--- src/rtl/fsc_pkg.sv ---
// constants for the flash status-pin and block-lock host controller
// assumes a 100 MHz pclk and a 16-bit asynchronous parallel flash
//
// Contract
// - host writes 00B8h then configuration code
// - host configures only when ready, not suspended
// - lock block: 0060h, 0001h to block
// - clear all locks: 0060h, 00D0h
// - lock errors flagged; host clears with clear-status
package fsc_pkg;

    // ****************************************
    // flash command codes
    // ****************************************
    localparam logic [15:0] CMD_READ_STATUS  = 16'h0070;
    localparam logic [15:0] CMD_PIN_SETUP    = 16'h00B8;
    localparam logic [15:0] CMD_LOCK_SETUP   = 16'h0060;
    localparam logic [15:0] CMD_LOCK_CONFIRM = 16'h0001;
    localparam logic [15:0] CMD_CLR_CONFIRM  = 16'h00D0;
    localparam logic [15:0] CMD_READ_INFO    = 16'h0090;
    localparam logic [15:0] CMD_READ_ARRAY   = 16'h00FF;
    localparam logic [15:0] CMD_CLR_STATUS   = 16'h0050;
    localparam logic [15:0] DATA_IDLE        = 16'h0000;

    localparam logic [23:0] LOCK_STATE_OFS   = 24'h000002;
    localparam logic [23:0] ADDR_ZERO        = 24'h000000;

    // status register and lock-state bit positions
    localparam int SR_READY_BIT    = 7;
    localparam int SR_ERS_SUSP_BIT = 6;
    localparam int SR_PRG_SUSP_BIT = 2;
    localparam int LOCK_DATA_BIT   = 0;

    // ****************************************
    // flash bus timing
    // ****************************************
    localparam int CLK_PERIOD_NS = 10;
    localparam int T_WE_NS       = 70;
    localparam int T_ACC_NS      = 75;
    localparam int T_REC_NS      = 30;
    localparam logic [3:0] WE_CYC  = 4'((T_WE_NS + CLK_PERIOD_NS - 1) / CLK_PERIOD_NS);
    localparam logic [3:0] ACC_CYC = 4'((T_ACC_NS + CLK_PERIOD_NS - 1) / CLK_PERIOD_NS);
    localparam logic [3:0] REC_CYC = 4'((T_REC_NS + CLK_PERIOD_NS - 1) / CLK_PERIOD_NS);
    localparam logic [3:0] CNT_ONE = 4'h1;

    // ****************************************
    // apb register map
    // ****************************************
    localparam logic [7:0] REG_CMD   = 8'h00;
    localparam logic [7:0] REG_ADDR  = 8'h04;
    localparam logic [7:0] REG_CFG   = 8'h08;
    localparam logic [7:0] REG_STAT  = 8'h0C;
    localparam logic [7:0] REG_RESET = 8'h10;

    localparam int STAT_BUSY_BIT = 0;
    localparam int STAT_LOCK_BIT = 1;
    localparam int STAT_PIN_BIT  = 2;
    localparam int STAT_SR_LSB   = 8;

    typedef enum logic [2:0] {
        OP_CFG   = 3'h0,
        OP_LOCK  = 3'h1,
        OP_CLR   = 3'h2,
        OP_RDLK  = 3'h3,
        OP_CLRST = 3'h4
    } fsc_op_t;

    typedef enum {
        ST_IDLE, ST_RS_CMD, ST_RS_RD, ST_SETUP, ST_CONFIRM, ST_POLL, ST_ID_RD, ST_ARRAY
    } fsc_step_t;

    typedef enum { E_IDLE, E_ACT, E_REC } fsc_eng_t;

endpackage : fsc_pkg

--- src/rtl/fsc_host.sv ---
// apb-programmed host controller for the flash status pin and block locks
// assumes the flash answers within the access times held in fsc_pkg
//
// The implementer's own choice: the APB slave port.
`timescale 1ns/1ps
`default_nettype none
module fsc_host (
    input  wire logic        pclk,
    input  wire logic        presetn,
    input  wire logic        psel,
    input  wire logic        penable,
    input  wire logic        pwrite,
    input  wire logic [7:0]  paddr,
    input  wire logic [31:0] pwdata,
    output logic      [31:0] prdata,
    output logic             pready,
    output logic             pslverr,
    output logic      [23:0] flash_addr,
    input  wire logic [15:0] flash_dq_i,
    output logic      [15:0] flash_dq_o,
    output logic             flash_dq_oe,
    output logic             flash_ce_n,
    output logic             flash_oe_n,
    output logic             flash_we_n,
    output logic             flash_rst_n,
    input  wire logic        status_pin
);

    // ****************************************
    // apb slave
    // ****************************************
    fsc_pkg::fsc_step_t step_q;
    fsc_pkg::fsc_eng_t  eng_q;
    logic [2:0]  op_q;
    logic [23:0] blk_q;
    logic [7:0]  cfg_q;
    logic [7:0]  sr_q;
    logic        lock_q;
    logic        rst_q;
    logic [15:0] rd_q;
    logic [3:0]  cnt_q;
    logic        wr_q;
    logic [23:0] pin_addr_q;
    logic [15:0] pin_data_q;

    wire wr_en     = psel && penable && pwrite;
    wire hit_cmd   = (paddr == fsc_pkg::REG_CMD);
    wire hit_addr  = (paddr == fsc_pkg::REG_ADDR);
    wire hit_cfg   = (paddr == fsc_pkg::REG_CFG);
    wire hit_stat  = (paddr == fsc_pkg::REG_STAT);
    wire hit_reset = (paddr == fsc_pkg::REG_RESET);
    wire mapped    = hit_cmd || hit_addr || hit_cfg || hit_stat || hit_reset;
    wire busy      = (step_q != fsc_pkg::ST_IDLE);
    // a new order while busy is dropped; software polls the busy bit
    wire start     = wr_en && hit_cmd && !busy && !rst_q;

    assign pready  = 1'b1;
    assign pslverr = psel && penable && !mapped;

    wire [31:0] stat_word = {16'h0000, sr_q, 5'h00, status_pin, lock_q, busy};
    assign prdata = hit_cmd   ? {29'h0, op_q} :
                    hit_addr  ? {8'h00, blk_q} :
                    hit_cfg   ? {24'h0, cfg_q} :
                    hit_stat  ? stat_word :
                    hit_reset ? {31'h0, rst_q} : 32'h0;

    always_ff @(posedge pclk or negedge presetn) begin
        if (!presetn) begin
            blk_q <= 24'h0;
            cfg_q <= 8'h00;
            rst_q <= 1'b0;
        end else begin
            if (wr_en && hit_addr) blk_q <= pwdata[23:0];
            if (wr_en && hit_cfg) cfg_q <= pwdata[7:0];
            if (wr_en && hit_reset) rst_q <= pwdata[0];
        end
    end

    // ****************************************
    // command sequencer
    // ****************************************
    function automatic logic [15:0] setup_code(input logic [2:0] op);
        unique case (op)
            fsc_pkg::OP_CFG:   setup_code = fsc_pkg::CMD_PIN_SETUP;
            fsc_pkg::OP_RDLK:  setup_code = fsc_pkg::CMD_READ_INFO;
            fsc_pkg::OP_CLRST: setup_code = fsc_pkg::CMD_CLR_STATUS;
            default:           setup_code = fsc_pkg::CMD_LOCK_SETUP;
        endcase
    endfunction : setup_code

    wire bus_done   = (eng_q == fsc_pkg::E_REC) && (cnt_q == fsc_pkg::REC_CYC);
    wire acc_end    = (eng_q == fsc_pkg::E_ACT) && (cnt_q == (wr_q ? fsc_pkg::WE_CYC : fsc_pkg::ACC_CYC));
    wire rd_ready   = rd_q[fsc_pkg::SR_READY_BIT];
    wire rd_suspend = rd_q[fsc_pkg::SR_ERS_SUSP_BIT] || rd_q[fsc_pkg::SR_PRG_SUSP_BIT];
    wire is_cfg     = (op_q == fsc_pkg::OP_CFG);
    wire [15:0] confirm_code = is_cfg ? {8'h00, cfg_q} :
                               (op_q == fsc_pkg::OP_LOCK) ? fsc_pkg::CMD_LOCK_CONFIRM :
                               fsc_pkg::CMD_CLR_CONFIRM;

    logic [15:0] cur_data;
    logic        cur_wr;
    logic [23:0] cur_addr;
    fsc_pkg::fsc_step_t step_d;

    always_comb begin
        cur_data = fsc_pkg::DATA_IDLE;
        cur_wr   = 1'b1;
        cur_addr = blk_q;
        step_d   = step_q;
        unique case (step_q)
            fsc_pkg::ST_IDLE: begin
                if (start) step_d = (pwdata[2:0] == fsc_pkg::OP_CFG) ? fsc_pkg::ST_RS_CMD : fsc_pkg::ST_SETUP;
            end
            fsc_pkg::ST_RS_CMD: begin
                cur_data = fsc_pkg::CMD_READ_STATUS;
                if (bus_done) step_d = fsc_pkg::ST_RS_RD;
            end
            fsc_pkg::ST_RS_RD: begin
                cur_wr = 1'b0;
                // configure only when ready and not suspended
                if (bus_done && rd_ready && !rd_suspend) step_d = fsc_pkg::ST_SETUP;
            end
            fsc_pkg::ST_SETUP: begin
                cur_data = setup_code(op_q);
                if (bus_done) begin
                    if (op_q == fsc_pkg::OP_CLRST) step_d = fsc_pkg::ST_IDLE;
                    else if (op_q == fsc_pkg::OP_RDLK) step_d = fsc_pkg::ST_ID_RD;
                    else step_d = fsc_pkg::ST_CONFIRM;
                end
            end
            fsc_pkg::ST_CONFIRM: begin
                cur_data = confirm_code;
                if (bus_done) step_d = is_cfg ? fsc_pkg::ST_IDLE : fsc_pkg::ST_POLL;
            end
            fsc_pkg::ST_POLL: begin
                cur_wr = 1'b0;
                // reads already return status after a lock setup
                if (bus_done && rd_ready) step_d = fsc_pkg::ST_IDLE;
            end
            fsc_pkg::ST_ID_RD: begin
                cur_wr   = 1'b0;
                cur_addr = 24'(blk_q + fsc_pkg::LOCK_STATE_OFS);
                if (bus_done) step_d = fsc_pkg::ST_ARRAY;
            end
            fsc_pkg::ST_ARRAY: begin
                cur_data = fsc_pkg::CMD_READ_ARRAY;
                if (bus_done) step_d = fsc_pkg::ST_IDLE;
            end
        endcase
    end

    always_ff @(posedge pclk or negedge presetn) begin
        if (!presetn) begin
            step_q <= fsc_pkg::ST_IDLE;
            op_q   <= fsc_pkg::OP_CFG;
            sr_q   <= 8'h00;
            lock_q <= 1'b0;
        end else begin
            step_q <= step_d;
            if (start) op_q <= pwdata[2:0];
            if (bus_done && (step_q == fsc_pkg::ST_RS_RD || step_q == fsc_pkg::ST_POLL)) sr_q <= rd_q[7:0];
            if (bus_done && step_q == fsc_pkg::ST_ID_RD) lock_q <= rd_q[fsc_pkg::LOCK_DATA_BIT];
        end
    end

    // ****************************************
    // flash bus cycle engine
    // ****************************************
    wire eng_start = (eng_q == fsc_pkg::E_IDLE) && busy;

    always_ff @(posedge pclk or negedge presetn) begin
        if (!presetn) begin
            eng_q      <= fsc_pkg::E_IDLE;
            cnt_q      <= 4'h0;
            wr_q       <= 1'b0;
            pin_addr_q <= 24'h0;
            pin_data_q <= 16'h0;
            rd_q       <= 16'h0;
        end else begin
            unique case (eng_q)
                fsc_pkg::E_IDLE: begin
                    if (eng_start) begin
                        eng_q      <= fsc_pkg::E_ACT;
                        cnt_q      <= fsc_pkg::CNT_ONE;
                        wr_q       <= cur_wr;
                        pin_addr_q <= cur_addr;
                        pin_data_q <= cur_data;
                    end
                end
                fsc_pkg::E_ACT: begin
                    cnt_q <= acc_end ? fsc_pkg::CNT_ONE : 4'(cnt_q + fsc_pkg::CNT_ONE);
                    if (acc_end) eng_q <= fsc_pkg::E_REC;
                    if (acc_end && !wr_q) rd_q <= flash_dq_i;
                end
                fsc_pkg::E_REC: begin
                    cnt_q <= bus_done ? 4'h0 : 4'(cnt_q + fsc_pkg::CNT_ONE);
                    if (bus_done) eng_q <= fsc_pkg::E_IDLE;
                end
            endcase
        end
    end

    // data stays driven through recovery to cover the hold time
    assign flash_addr  = pin_addr_q;
    assign flash_dq_o  = pin_data_q;
    assign flash_dq_oe = (eng_q != fsc_pkg::E_IDLE) && wr_q;
    assign flash_ce_n  = (eng_q != fsc_pkg::E_ACT);
    assign flash_we_n  = !((eng_q == fsc_pkg::E_ACT) && wr_q);
    assign flash_oe_n  = !((eng_q == fsc_pkg::E_ACT) && !wr_q);
    assign flash_rst_n = !rst_q;
endmodule : fsc_host
`default_nettype wire

--- config.mk ---
export PLATFORM = sky130hd
export DESIGN_NAME = fsc_host
export DESIGN_NICKNAME = d
export VERILOG_FILES = /design/src/rtl/fsc_pkg.sv /design/src/rtl/fsc_host.sv
export SDC_FILE = /design/constraint.sdc
export NUM_CORES = 1
export LEC_CHECK = 0
export ABC_AREA = 1
export BUFFER_PORTS_ARGS = -buffer_cell sky130_fd_sc_hd__buf_2
export CAP_MARGIN = 20
export CORE_MARGIN = 2
export CORE_UTILIZATION = 50
export CTS_CLUSTER_SIZE = 8
export DETAILED_ROUTE_END_ITERATION = 10
export PLACE_DENSITY = 0.77
export SLEW_MARGIN = 20
export SYNTH_ARGS = -nofsm -noshare
export SYNTH_HDL_FRONTEND = slang
export SYNTH_SLANG_ARGS = --single-unit
export TNS_END_PERCENT = 100
--- constraint.sdc ---
create_clock -name pclk -period 1.9 [get_ports pclk]
set_clock_uncertainty 0.1 [all_clocks]
set_input_delay 0.38 -clock pclk [delete_from_list [all_inputs] [get_ports pclk]]
set_output_delay 0.38 -clock pclk [all_outputs]
set_load 0.01 [all_outputs]
==> run_results.csv, run 1 <==
group,metric,value,unit
sta,hold_viol_final,0,
synth,ys_seq_elements,95,
floorplan,io_pins,141,
clocking,worstSkewPairLatency,0.37,ns
worst_setup_path,path_delay_family,"buffers and inverters",
floorplan,die-area,11500,sq um
synth,synth_edf_count,0,
worst_setup_path,crit_buf_inv,5,
floorplan,start_util,51.6,%
clocking,clk_path_buf_depth,2,
outcome,status,"finished, violations left",
sta,worst_slack,-0.0309,ns
clocking,cts_root_buf,"clkbuf_8",
clocking,clock_sinks,95,
detailed_routing,drt_iter0_drc,362,
synth,ys_types,37,
floorplan,core,10300,sq um
clocking,cts_tree,"done",
worst_setup_path,crit_arrival,1.45,ns
detailed_routing,num_vias,5093,
detailed_routing,antenna_left,0,
layout,fin_area,6490,sq um
worst_setup_path,crit_slowest_cell,"nand4_4",
detailed_routing,drc,0,
global_route,groute.usage.overall,25.2,%
detailed_routing,dr.pass1.iters,5,
sta,period_needed,1.93,ns
worst_setup_path,path_cells,"buf_6 -> nor2_4 -> nand4_4 -> inv_2 -> nand3_4 -> buf_8 -> buf_6 -> nor2_1 -> buf_2",
global_route,grt_pass1_vias,4790,
layout,final_common_cell,"nand2_1",
placement,port_buffers,107,
layout,drive_above_1_share,26.6,%
run,maxCapViolations,0,
clocking,path_clk_slew,0.09,ns
global_route,grt_overflow,0,
synth,synth_area_leaders,"dfrtp_1, nand2_1, nand3_1",
worst_setup_path,required,1.42,ns
worst_hold_path,hold_path.class,"input pin to flop",
placement,gp_congestion,0.931,
synth,syn_area,5320,sq um
detailed_routing,routed_wl,14.1,mm
worst_setup_path,end_kind,"output pin",
outcome,violations,"setup timing",
layout,fillers,879,
detailed_routing,top_layer,"met4",
placement,placed_area,6080,sq um
sta,grt_setup_unrepaired,"true",
power_and_ir_drop,powerDensity,934,nW/um^2
global_route,antenna_found_initial,0,
sta,fin_crit_sh,102,%
global_route,grt_pass1_wl,22.7,mm
layout,nets,902,
clocking,cts.htree.levels,3,
sta,slew_viol_final,0,
worst_setup_path,critical_path_class,"input pin to output pin",
synth,yosysWarnings,0,
layout,area_growth,22.0,%
synth,synthCells,701,
floorplan,row_count,37,
global_route,grt_max_degree,50,
power_and_ir_drop,fin_total_pwr,6.06,mW
synth,avgSynthCellArea,7.59,sq um
synth,ys.flop_type,"dfrtp_1",
detailed_routing,wl_met1,6.04,mm
synth,synth_seq_area_share,44.7,%
sta,setup_viol,13,
floorplan,die_h,107,um
sta,max_freq,0.518,GHz
floorplan,die_w,107,um
detailed_routing,avgRoutedWirePerCell,14.5,um
sta,tns,-0.176,ns
detailed_routing,viasPerCell,5.22,
worst_setup_path,cp_common_cell,"buf_6",
synth,synth-async-reset-ratio,100,%
synth,synth_top_cell_area_share,44.7,%
detailed_routing,wl_met3,983,um
placement,dp.final_hpwl,10.4,mm
synth,yosysTopAreaCell,"dfrtp_1",
worst_setup_path,slowest_delay,0.16,ns
clocking,numCtsBuffers,9,
detailed_routing,wl_met2,6.86,mm
worst_setup_path,start_kind,"input pin",
power_and_ir_drop,leakage,3.44,nW
layout,most-common-layout-cells,"nand2_1, buf_2, dfrtp_1, inv_1, nand3_1",
worst_setup_path,critical_path_peak_fanout,8,
layout,antenna_cells_inserted,0,
power_and_ir_drop,ir_worst_vdd,0.000625,V
==> tightest hold or removal path: stages <==
cell	delay, ns
buf_2	0.08
nand3_1	0.06
nand2_1	0.06
==> state kept, by name, indices dropped and copies added, names as in the netlist <==
signal and count:
eng_q 2, blk_q 24, flash_addr 24, wr_q 1
sr_q 8, cfg_q 8, rd_q 8, cnt_q 4
step_q 3, rst_q 1, lock_q 1, op_q 3
flash_dq_o 8
==> area by class of cell <==
class / count / area, sq um / share of cell area [%]
clock inverters: 5 / 57.6 / 0.886
multi-input cells: 502 / 2520 / 38.8
well taps: 136 / 170 / 2.62
repair buffers: 145 / 916 / 14.1
clock buffers: 10 / 138 / 2.12
inverters: 82 / 313 / 4.82
flip-flops and latches: 95 / 2380 / 36.6
==> worst paths after layout <==
| path | startpoint | endpoint | slack [ns] | depth (start not counted) |
|---|---|---|---|---|
| worst min register to register | flash_dq_o[7]$_DFFE_PN0P_ | flash_dq_o[7]$_DFFE_PN0P_ | 0.38 | 2 |
| worst max register to register | step_q[1]$_DFFE_PN0P_ | sr_q[3]$_DFFE_PN0P_ | 0.12 | 8 |
| min in group asynchronous | presetn | sr_q[0]$_DFFE_PN0P_ | 0.36 | 2 |
| worst max-delay path | paddr[6] | prdata[23] | -0.03 | 9 |
| worst min-delay path | pwdata[22] | blk_q[22]$_DFFE_PN0P_ | 0.14 | 3 |
| max in group asynchronous | presetn | step_q[2]$_DFFE_PN0P_ | 0.77 | 3 |
==> what timing repair did <==
| item | 4_1_cts | 5_1_grt |
|---|---|---|
| gates resized for setup | 37 | 14 |
| hold buffers | 1 | 0 |
| cloned | 1 | 0 |
| buffers inserted | 7 | 3 |
| hold endpoints to repair | 23 | 0 |
| setup endpoints to repair | 24 | 39 |
| pin swaps | 7 | 2 |
==> cells in the mapped netlist, types with 2 or more instances <==
cell type	count
xor2_1	6
o21ai_1	3
inv_2	5
inv_1	77
nor3_1	10
ha_1	5
nor2_4	4
nand2_1	216
buf_2	12
conb_1	2
nand3_2	3
nor2_2	4
o21ai_2	16
buf_6	4
clkbuf_1	2
dfrtp_1	95
o21ai_0	53
a31oi_1	3
nor2_1	46
nand3_1	68
a21boi_0	2
buf_4	18
nand2_2	2
and2_1	2
a21oi_1	15
nand4_1	17
==> through the flow <==
step | setup WS, ns | hold WS, ns | utilization, % | instances
after floorplan | 0.0920 | -0.0156 | - | 716
after global placement | -0.118 | 0.221 | 58.9 | 948
after detailed placement | -0.172 | 0.218 | 58.9 | 948
after CTS | -0.0448 | 0.136 | 62.4 | 972
after global routing | -0.100 | 0.148 | 62.9 | 975
final | -0.0309 | 0.136 | 62.9 | 975
==> cell families (layout without fill, tap and decap cells) <==
family | count (synthesis) | in the layout | synth area share (%)
buffers and inverters | 119 | 242 | 10.5
AND/OR/NAND/NOR | 380 | 380 | 32.2
adder cells (fa/ha/maj) | 5 | 5 | 1.18
other | 2 | 17 | 0.141
flip-flops | 95 | 95 | 44.7
AO/OA/AOI/OAI | 94 | 94 | 10.3
XOR/XNOR | 6 | 6 | 0.987
==> power by group <==
part | internal (mW) | total, mW | switching, mW
clock network | 0.640 | 1.36 | 0.719
registers | 2.31 | 2.49 | 0.181
logic | 0.787 | 2.22 | 1.43
==> metal layers <==
| metal | global-route usage [%] | vias to the layer above |
|---|---|---|
| li1 | - | 2481 |
| met1 | 33.8 | 2354 |
| met2 | 42.0 | 226 |
| met3 | 4.26 | 32 |
| met4 | 7.14 | 0 |
| met5 | 0 | - |
No activity file was read; power rests on OpenSTA's default activity.
==> inputs of run 2 (changes only) <==
Settings changed: CORE_UTILIZATION 50 to 53, CTS_CLUSTER_SIZE 8 to 28, PLACE_DENSITY 0.77 to 0.81.
==> run 2 against run 1 <==
  * The flow still finishes with violations (setup timing)
  * Total power is 5.0% higher
  * Worst hold slack got worse by 0.014 ns
  * Die area down 5.4%
  * Wire length is 1.4% lower
  * Sequential share of layout area fell by 0.46 points
  * Worst setup slack lost 0.014 ns
  * Fmax shrank 0.74%
  * Non-clock buffer count up 3
==> run_results.csv, run 2 (synthesis gave the netlist of run 1 again) <==
group,metric,value,unit
worst_hold_path,hold_depth,3,
placement,dp_cells,944,
clocking,cts.htree.levels,3,
power_and_ir_drop,leakage,3.48,nW
detailed_routing,dr.pass1.iters,5,
global_route,groute.usage.overall,26.7,%
detailed_routing,wl_met1,5.88,mm
worst_setup_path,r2r-start,"step_q[0]$_DFFE_PN0P_",
worst_setup_path,r2r_end,"sr_q[3]$_DFFE_PN0P_",
sta,holdWs,0.122,ns
global_route,grt_overflow,0,
sta,slew_viol_final,0,
worst_setup_path,critical_path_class,"input pin to output pin",
detailed_routing,antenna_left,0,
floorplan,die_w,104,um
clocking,clk_path_buf_depth,2,
layout,fillers,808,
sta,fin_crit_sh,102,%
global_route,grt_max_degree,90,
worst_setup_path,start_kind,"input pin",
placement,gp_congestion,0.902,
detailed_routing,avgRoutedWirePerCell,14.3,um
placement,port_buffers,107,
detailed_routing,drc,0,
worst_hold_path,hold_path.class,"input pin to flop",
floorplan,die-area,10900,sq um
floorplan,row_count,36,
worst_hold_path,hp-start,"pwdata[17]",
layout,final_common_cell,"nand2_1",
floorplan,io_pins,141,
clocking,cts_tree,"done",
clocking,worstSkewPairLatency,0.38,ns
sta,grt_setup_unrepaired,"true",
worst_setup_path,regToRegSetupSlack,0.13,ns
floorplan,start_util,54.5,%
detailed_routing,drt_iter0_drc,427,
sta,worst_slack,-0.0452,ns
layout,final_core_util,67.3,%
clocking,path_clk_slew,0.10,ns
detailed_routing,viasPerCell,5.30,
detailed_routing,wl_met2,6.82,mm
global_route,antenna_found_initial,0,
detailed_routing,wl_met3,947,um
sta,tns,-0.348,ns
worst_setup_path,critical_path_peak_fanout,8,
layout,finalNonFillerCells,976,
detailed_routing,num_vias,5172,
global_route,grt_pass1_wl,23.4,mm
worst_hold_path,hold_path_end,"blk_q[17]$_DFFE_PN0P_",
worst_setup_path,required,1.42,ns
placement,placed_area,6060,sq um
floorplan,die_h,104,um
power_and_ir_drop,powerDensity,968,nW/um^2
worst_setup_path,crit_arrival,1.47,ns
run,maxCapViolations,0,
floorplan,core,9770,sq um
worst_setup_path,worst_r2r_path_depth,8,
layout,antenna_cells_inserted,0,
sta,max_freq,0.514,GHz
sta,period_needed,1.95,ns
placement,dp.final_hpwl,10.0,mm
power_and_ir_drop,fin_total_pwr,6.37,mW
worst_setup_path,end_kind,"output pin",
layout,most-common-layout-cells,"nand2_1, buf_2, dfrtp_1, inv_1, nand3_1",
outcome,status,"finished, violations left",
layout,drive_above_1_share,27.3,%
clocking,cts_root_buf,"clkbuf_8",
layout,fin_area,6580,sq um
placement,dpl_worst_slack,-0.204,ns
layout,area_growth,23.6,%
detailed_routing,routed_wl,13.9,mm
sta,hold_viol_final,0,
global_route,grt_pass1_vias,4977,
clocking,clock_sinks,95,
detailed_routing,top_layer,"met4",
outcome,violations,"setup timing",
power_and_ir_drop,ir_worst_vdd,0.000635,V
clocking,numCtsBuffers,9,
layout,nets,905,
sta,setup_viol,13,
==> run 2: timing repair <==
item | CTS | global route
cloned | 1 | 0
setup buffers | 7 | 7
setup endpoints to repair | 24 | 41
gates resized for setup | 38 | 21
pin swaps | 4 | 6
hold buffers | 1 | 0
hold endpoints to repair | 6 | 0
==> run 2: metal layers <==
| layer | track usage, % | up-vias |
|---|---|---|
| li1 | - | 2491 |
| met1 | 35.4 | 2412 |
| met2 | 43.5 | 238 |
| met3 | 4.70 | 31 |
| met4 | 11.2 | 0 |
| met5 | 0 | - |
==> run 2: where the power goes <==
part / leakage, nW / internal (mW) / total, mW / switching, mW
Sequential: 1.28 / 2.31 / 2.49 / 0.187
Clock: 0.125 / 0.881 / 1.63 / 0.753
Combinational: 2.07 / 0.798 / 2.24 / 1.44
Total: 3.48 / 3.98 / 6.37 / 2.38
==> run 2: worst max-delay path by stage <==
| stage | start | to | cells after the start |
|---|---|---|---|
| after floorplan | paddr[1] | prdata[14] | 6 |
| after global placement | paddr[1] | prdata[4] | 8 |
| after detailed placement | paddr[1] | prdata[10] | 8 |
| after CTS | paddr[1] | prdata[19] | 9 |
| after global routing | paddr[1] | prdata[23] | 9 |
| final | paddr[1] | prdata[19] | 9 |
==> run 2: worst max-delay path: stages <==
cell     delay (ns)
buf_6          0.09
nor2_4         0.14
nand4_4        0.14
inv_2          0.10
nand3_4        0.08
buf_8          0.16
buf_8          0.14
nor2_2         0.09
buf_2          0.13
==> run 2: cell type report <==
class,count,area (sq um),area share (%)
multi-input cells,502,2540,38.6
flip-flops and latches,95,2380,36.2
repair buffers,148,936,14.2
inverters,82,314,4.77
well taps,133,166,2.53
clock buffers,9,124,1.88
clock inverters,7,120,1.83
==> inputs of run 3 (changes only) <==
Settings changed: CELL_PAD_IN_SITES_DETAIL_PLACEMENT from default to 2, CELL_PAD_IN_SITES_GLOBAL_PLACEMENT from default to 2, CORE_UTILIZATION 53 to 30, PLACE_DENSITY 0.81 to 0.82.
==> run 3 against run 2 <==
  * The run still ends with setup timing left
  * Fmax is 3.3% lower
  * Worst setup slack got worse by 0.067 ns
  * Critical endpoint is now prdata[0]
  * First-iteration DRC count fell by 54%
  * Largest power group unchanged
  * Critical path type is now flop to output pin
==> run_results.csv, run 3 (synthesis gave the netlist of run 1 again) <==
group,metric,value,unit
global_route,groute.usage.overall,21.3,%
layout,final_core_util,40.5,%
layout,area_growth,31.7,%
layout,final_common_cell,"nand2_1",
sta,holdWs,0.148,ns
sta,fin_crit_sh,106,%
worst_setup_path,critical_path_class,"flop to output pin",
power_and_ir_drop,ir_worst_vdd,0.000613,V
floorplan,die-area,18800,sq um
detailed_routing,avgRoutedWirePerCell,18.4,um
global_route,grt_pass1_vias,5707,
global_route,grt_overflow,0,
global_route,grt_pass1_wl,30.7,mm
detailed_routing,antenna_left,0,
sta,worst_slack,-0.112,ns
detailed_routing,drt_iter0_drc,195,
worst_setup_path,end_kind,"output pin",
sta,hold_viol_final,0,
placement,gp_congestion,0.836,
worst_setup_path,crit_arrival,1.53,ns
worst_setup_path,path_delay_family,"flip-flops",
outcome,status,"finished, violations left",
sta,slew_viol_final,0,
global_route,antenna_found_initial,0,
floorplan,start_util,30.8,%
placement,dp.final_hpwl,14.4,mm
outcome,violations,"setup timing",
layout,fin_area,7010,sq um
clocking,clock_sinks,95,
clocking,worstSkewPairLatency,0.36,ns
worst_setup_path,slowest_delay,0.44,ns
worst_setup_path,required,1.42,ns
layout,drive_above_1_share,29.0,%
layout,fillers,2032,
global_route,grt_max_degree,34,
clocking,numCtsBuffers,9,
sta,grt_setup_unrepaired,"true",
placement,dp_cells,1051,
power_and_ir_drop,powerDensity,975,nW/um^2
clocking,cts_tree,"done",
worst_setup_path,path_cells,"inv_4 -> nand3_4 -> nand3_1 -> nand2_1 -> inv_1 -> nand4_1 -> buf_2",
power_and_ir_drop,fin_total_pwr,6.83,mW
clocking,path_clk_slew,0.07,ns
floorplan,core,17300,sq um
detailed_routing,num_vias,5313,
sta,period_needed,2.01,ns
placement,port_buffers,107,
floorplan,io_pins,141,
sta,setup_viol,17,
worst_setup_path,start_kind,"flop",
layout,most-common-layout-cells,"nand2_1, buf_2, dfrtp_1, inv_1, nand3_1",
run,maxCapViolations,0,
clocking,cts_root_buf,"clkbuf_16",
detailed_routing,drc,0,
detailed_routing,viasPerCell,4.90,
detailed_routing,dr.pass1.iters,4,
layout,antenna_cells_inserted,0,
floorplan,row_count,48,
worst_hold_path,hold_path.class,"input pin to flop",
floorplan,die_w,137,um
power_and_ir_drop,leakage,3.61,nW
floorplan,die_h,137,um
placement,placed_area,6330,sq um
detailed_routing,routed_wl,20.0,mm
worst_setup_path,critical_path_peak_fanout,6,
worst_setup_path,crit_slowest_cell,"dfrtp_2",
sta,max_freq,0.497,GHz
clocking,cts.htree.levels,3,
worst_setup_path,crit_buf_inv,3,
clocking,clk_path_buf_depth,2,
layout,finalNonFillerCells,1085,
layout,nets,922,
## run 3: cell count changes in the layout (fill, tap and decap cells not counted), moves of 5 or more
cell       delta
nand2_2       -5
nor2_1        -6
clkbuf_8      -8
buf_2         -6
buf_12        +6
nor2_4        +7
buf_6         +7
clkbuf_16     +9
buf_4        +12
## run 3: final timing paths
kind                            cells past startpoint                          to  slack [ns]                 startpoint
worst min register to register                      2   flash_addr[0]$_DFFE_PN0P_        0.38  flash_addr[0]$_DFFE_PN0P_
min in group asynchronous                           2         rd_q[2]$_DFFE_PN0P_        0.47                    presetn
max in group asynchronous                           3        cfg_q[5]$_DFFE_PN0P_        0.67                    presetn
worst max register to register                      9  flash_addr[11]$_DFFE_PN0P_        0.03      step_q[0]$_DFFE_PN0P_
worst min-delay path                                3       blk_q[17]$_DFFE_PN0P_        0.15                 pwdata[17]
worst max-delay path                                7                   prdata[0]       -0.11      step_q[1]$_DFFE_PN0P_
## run 3: cell type report
type                    count  area [sq um]  area share [%]
inverters                  82           315            4.50
repair buffers            165          1160            16.6
clock inverters             5          31.3           0.446
clock buffers              11           243            3.46
flip-flops and latches     95          2380            33.9
well taps                 225           282            4.02
multi-input cells         502          2590            37.0
## run 3: metal layers
| metal | GRT usage (%) | vias to the layer above | wire [um] |
|---|---|---|---|
| met5 | 0 | - | 0 |
| met1 | 27.8 | 2667 | 8800 |
| met2 | 36.2 | 97 | 9990 |
| met4 | 7.62 | 0 | 518 |
| met3 | 2.69 | 28 | 679 |
| li1 | - | 2521 | - |
## run 3: worst register-to-register path, cell delays in order, from the launching register on
cell and delay, ns:
dfrtp_1 0.43, inv_4 0.11, buf_4 0.12, nand2_4 0.07, nor2_4 0.22, nand3_4 0.17, nor2_4 0.24, nand2_1 0.11
nand3_1 0.13, nand2_1 0.06
## run 3: what timing repair did
action	CTS	global route
pin swaps	1	4
setup buffers	2	14
hold buffers	1	0
endpoints found under the hold margin	30	0
gates cloned	1	0
resized for setup	30	47
endpoints found under the setup margin	25	33
## run 3: through the flow
| stage | setup slack (ns) | setup TNS, ns |
|---|---|---|
| floorplan | 0.0920 | 0 |
| CTS | -0.158 | -1.38 |
| global placement | -0.212 | -2.96 |
| detailed placement | -0.247 | -5.58 |
| finish | -0.112 | -1.06 |
| global route | -0.195 | -2.97 |
## run 3: report_power, final
group	leakage [nW]	switching, mW	total [mW]	internal, mW
logic	2.19	1.62	2.52	0.903
registers	1.28	0.215	2.52	2.31
clock network	0.136	0.866	1.79	0.924
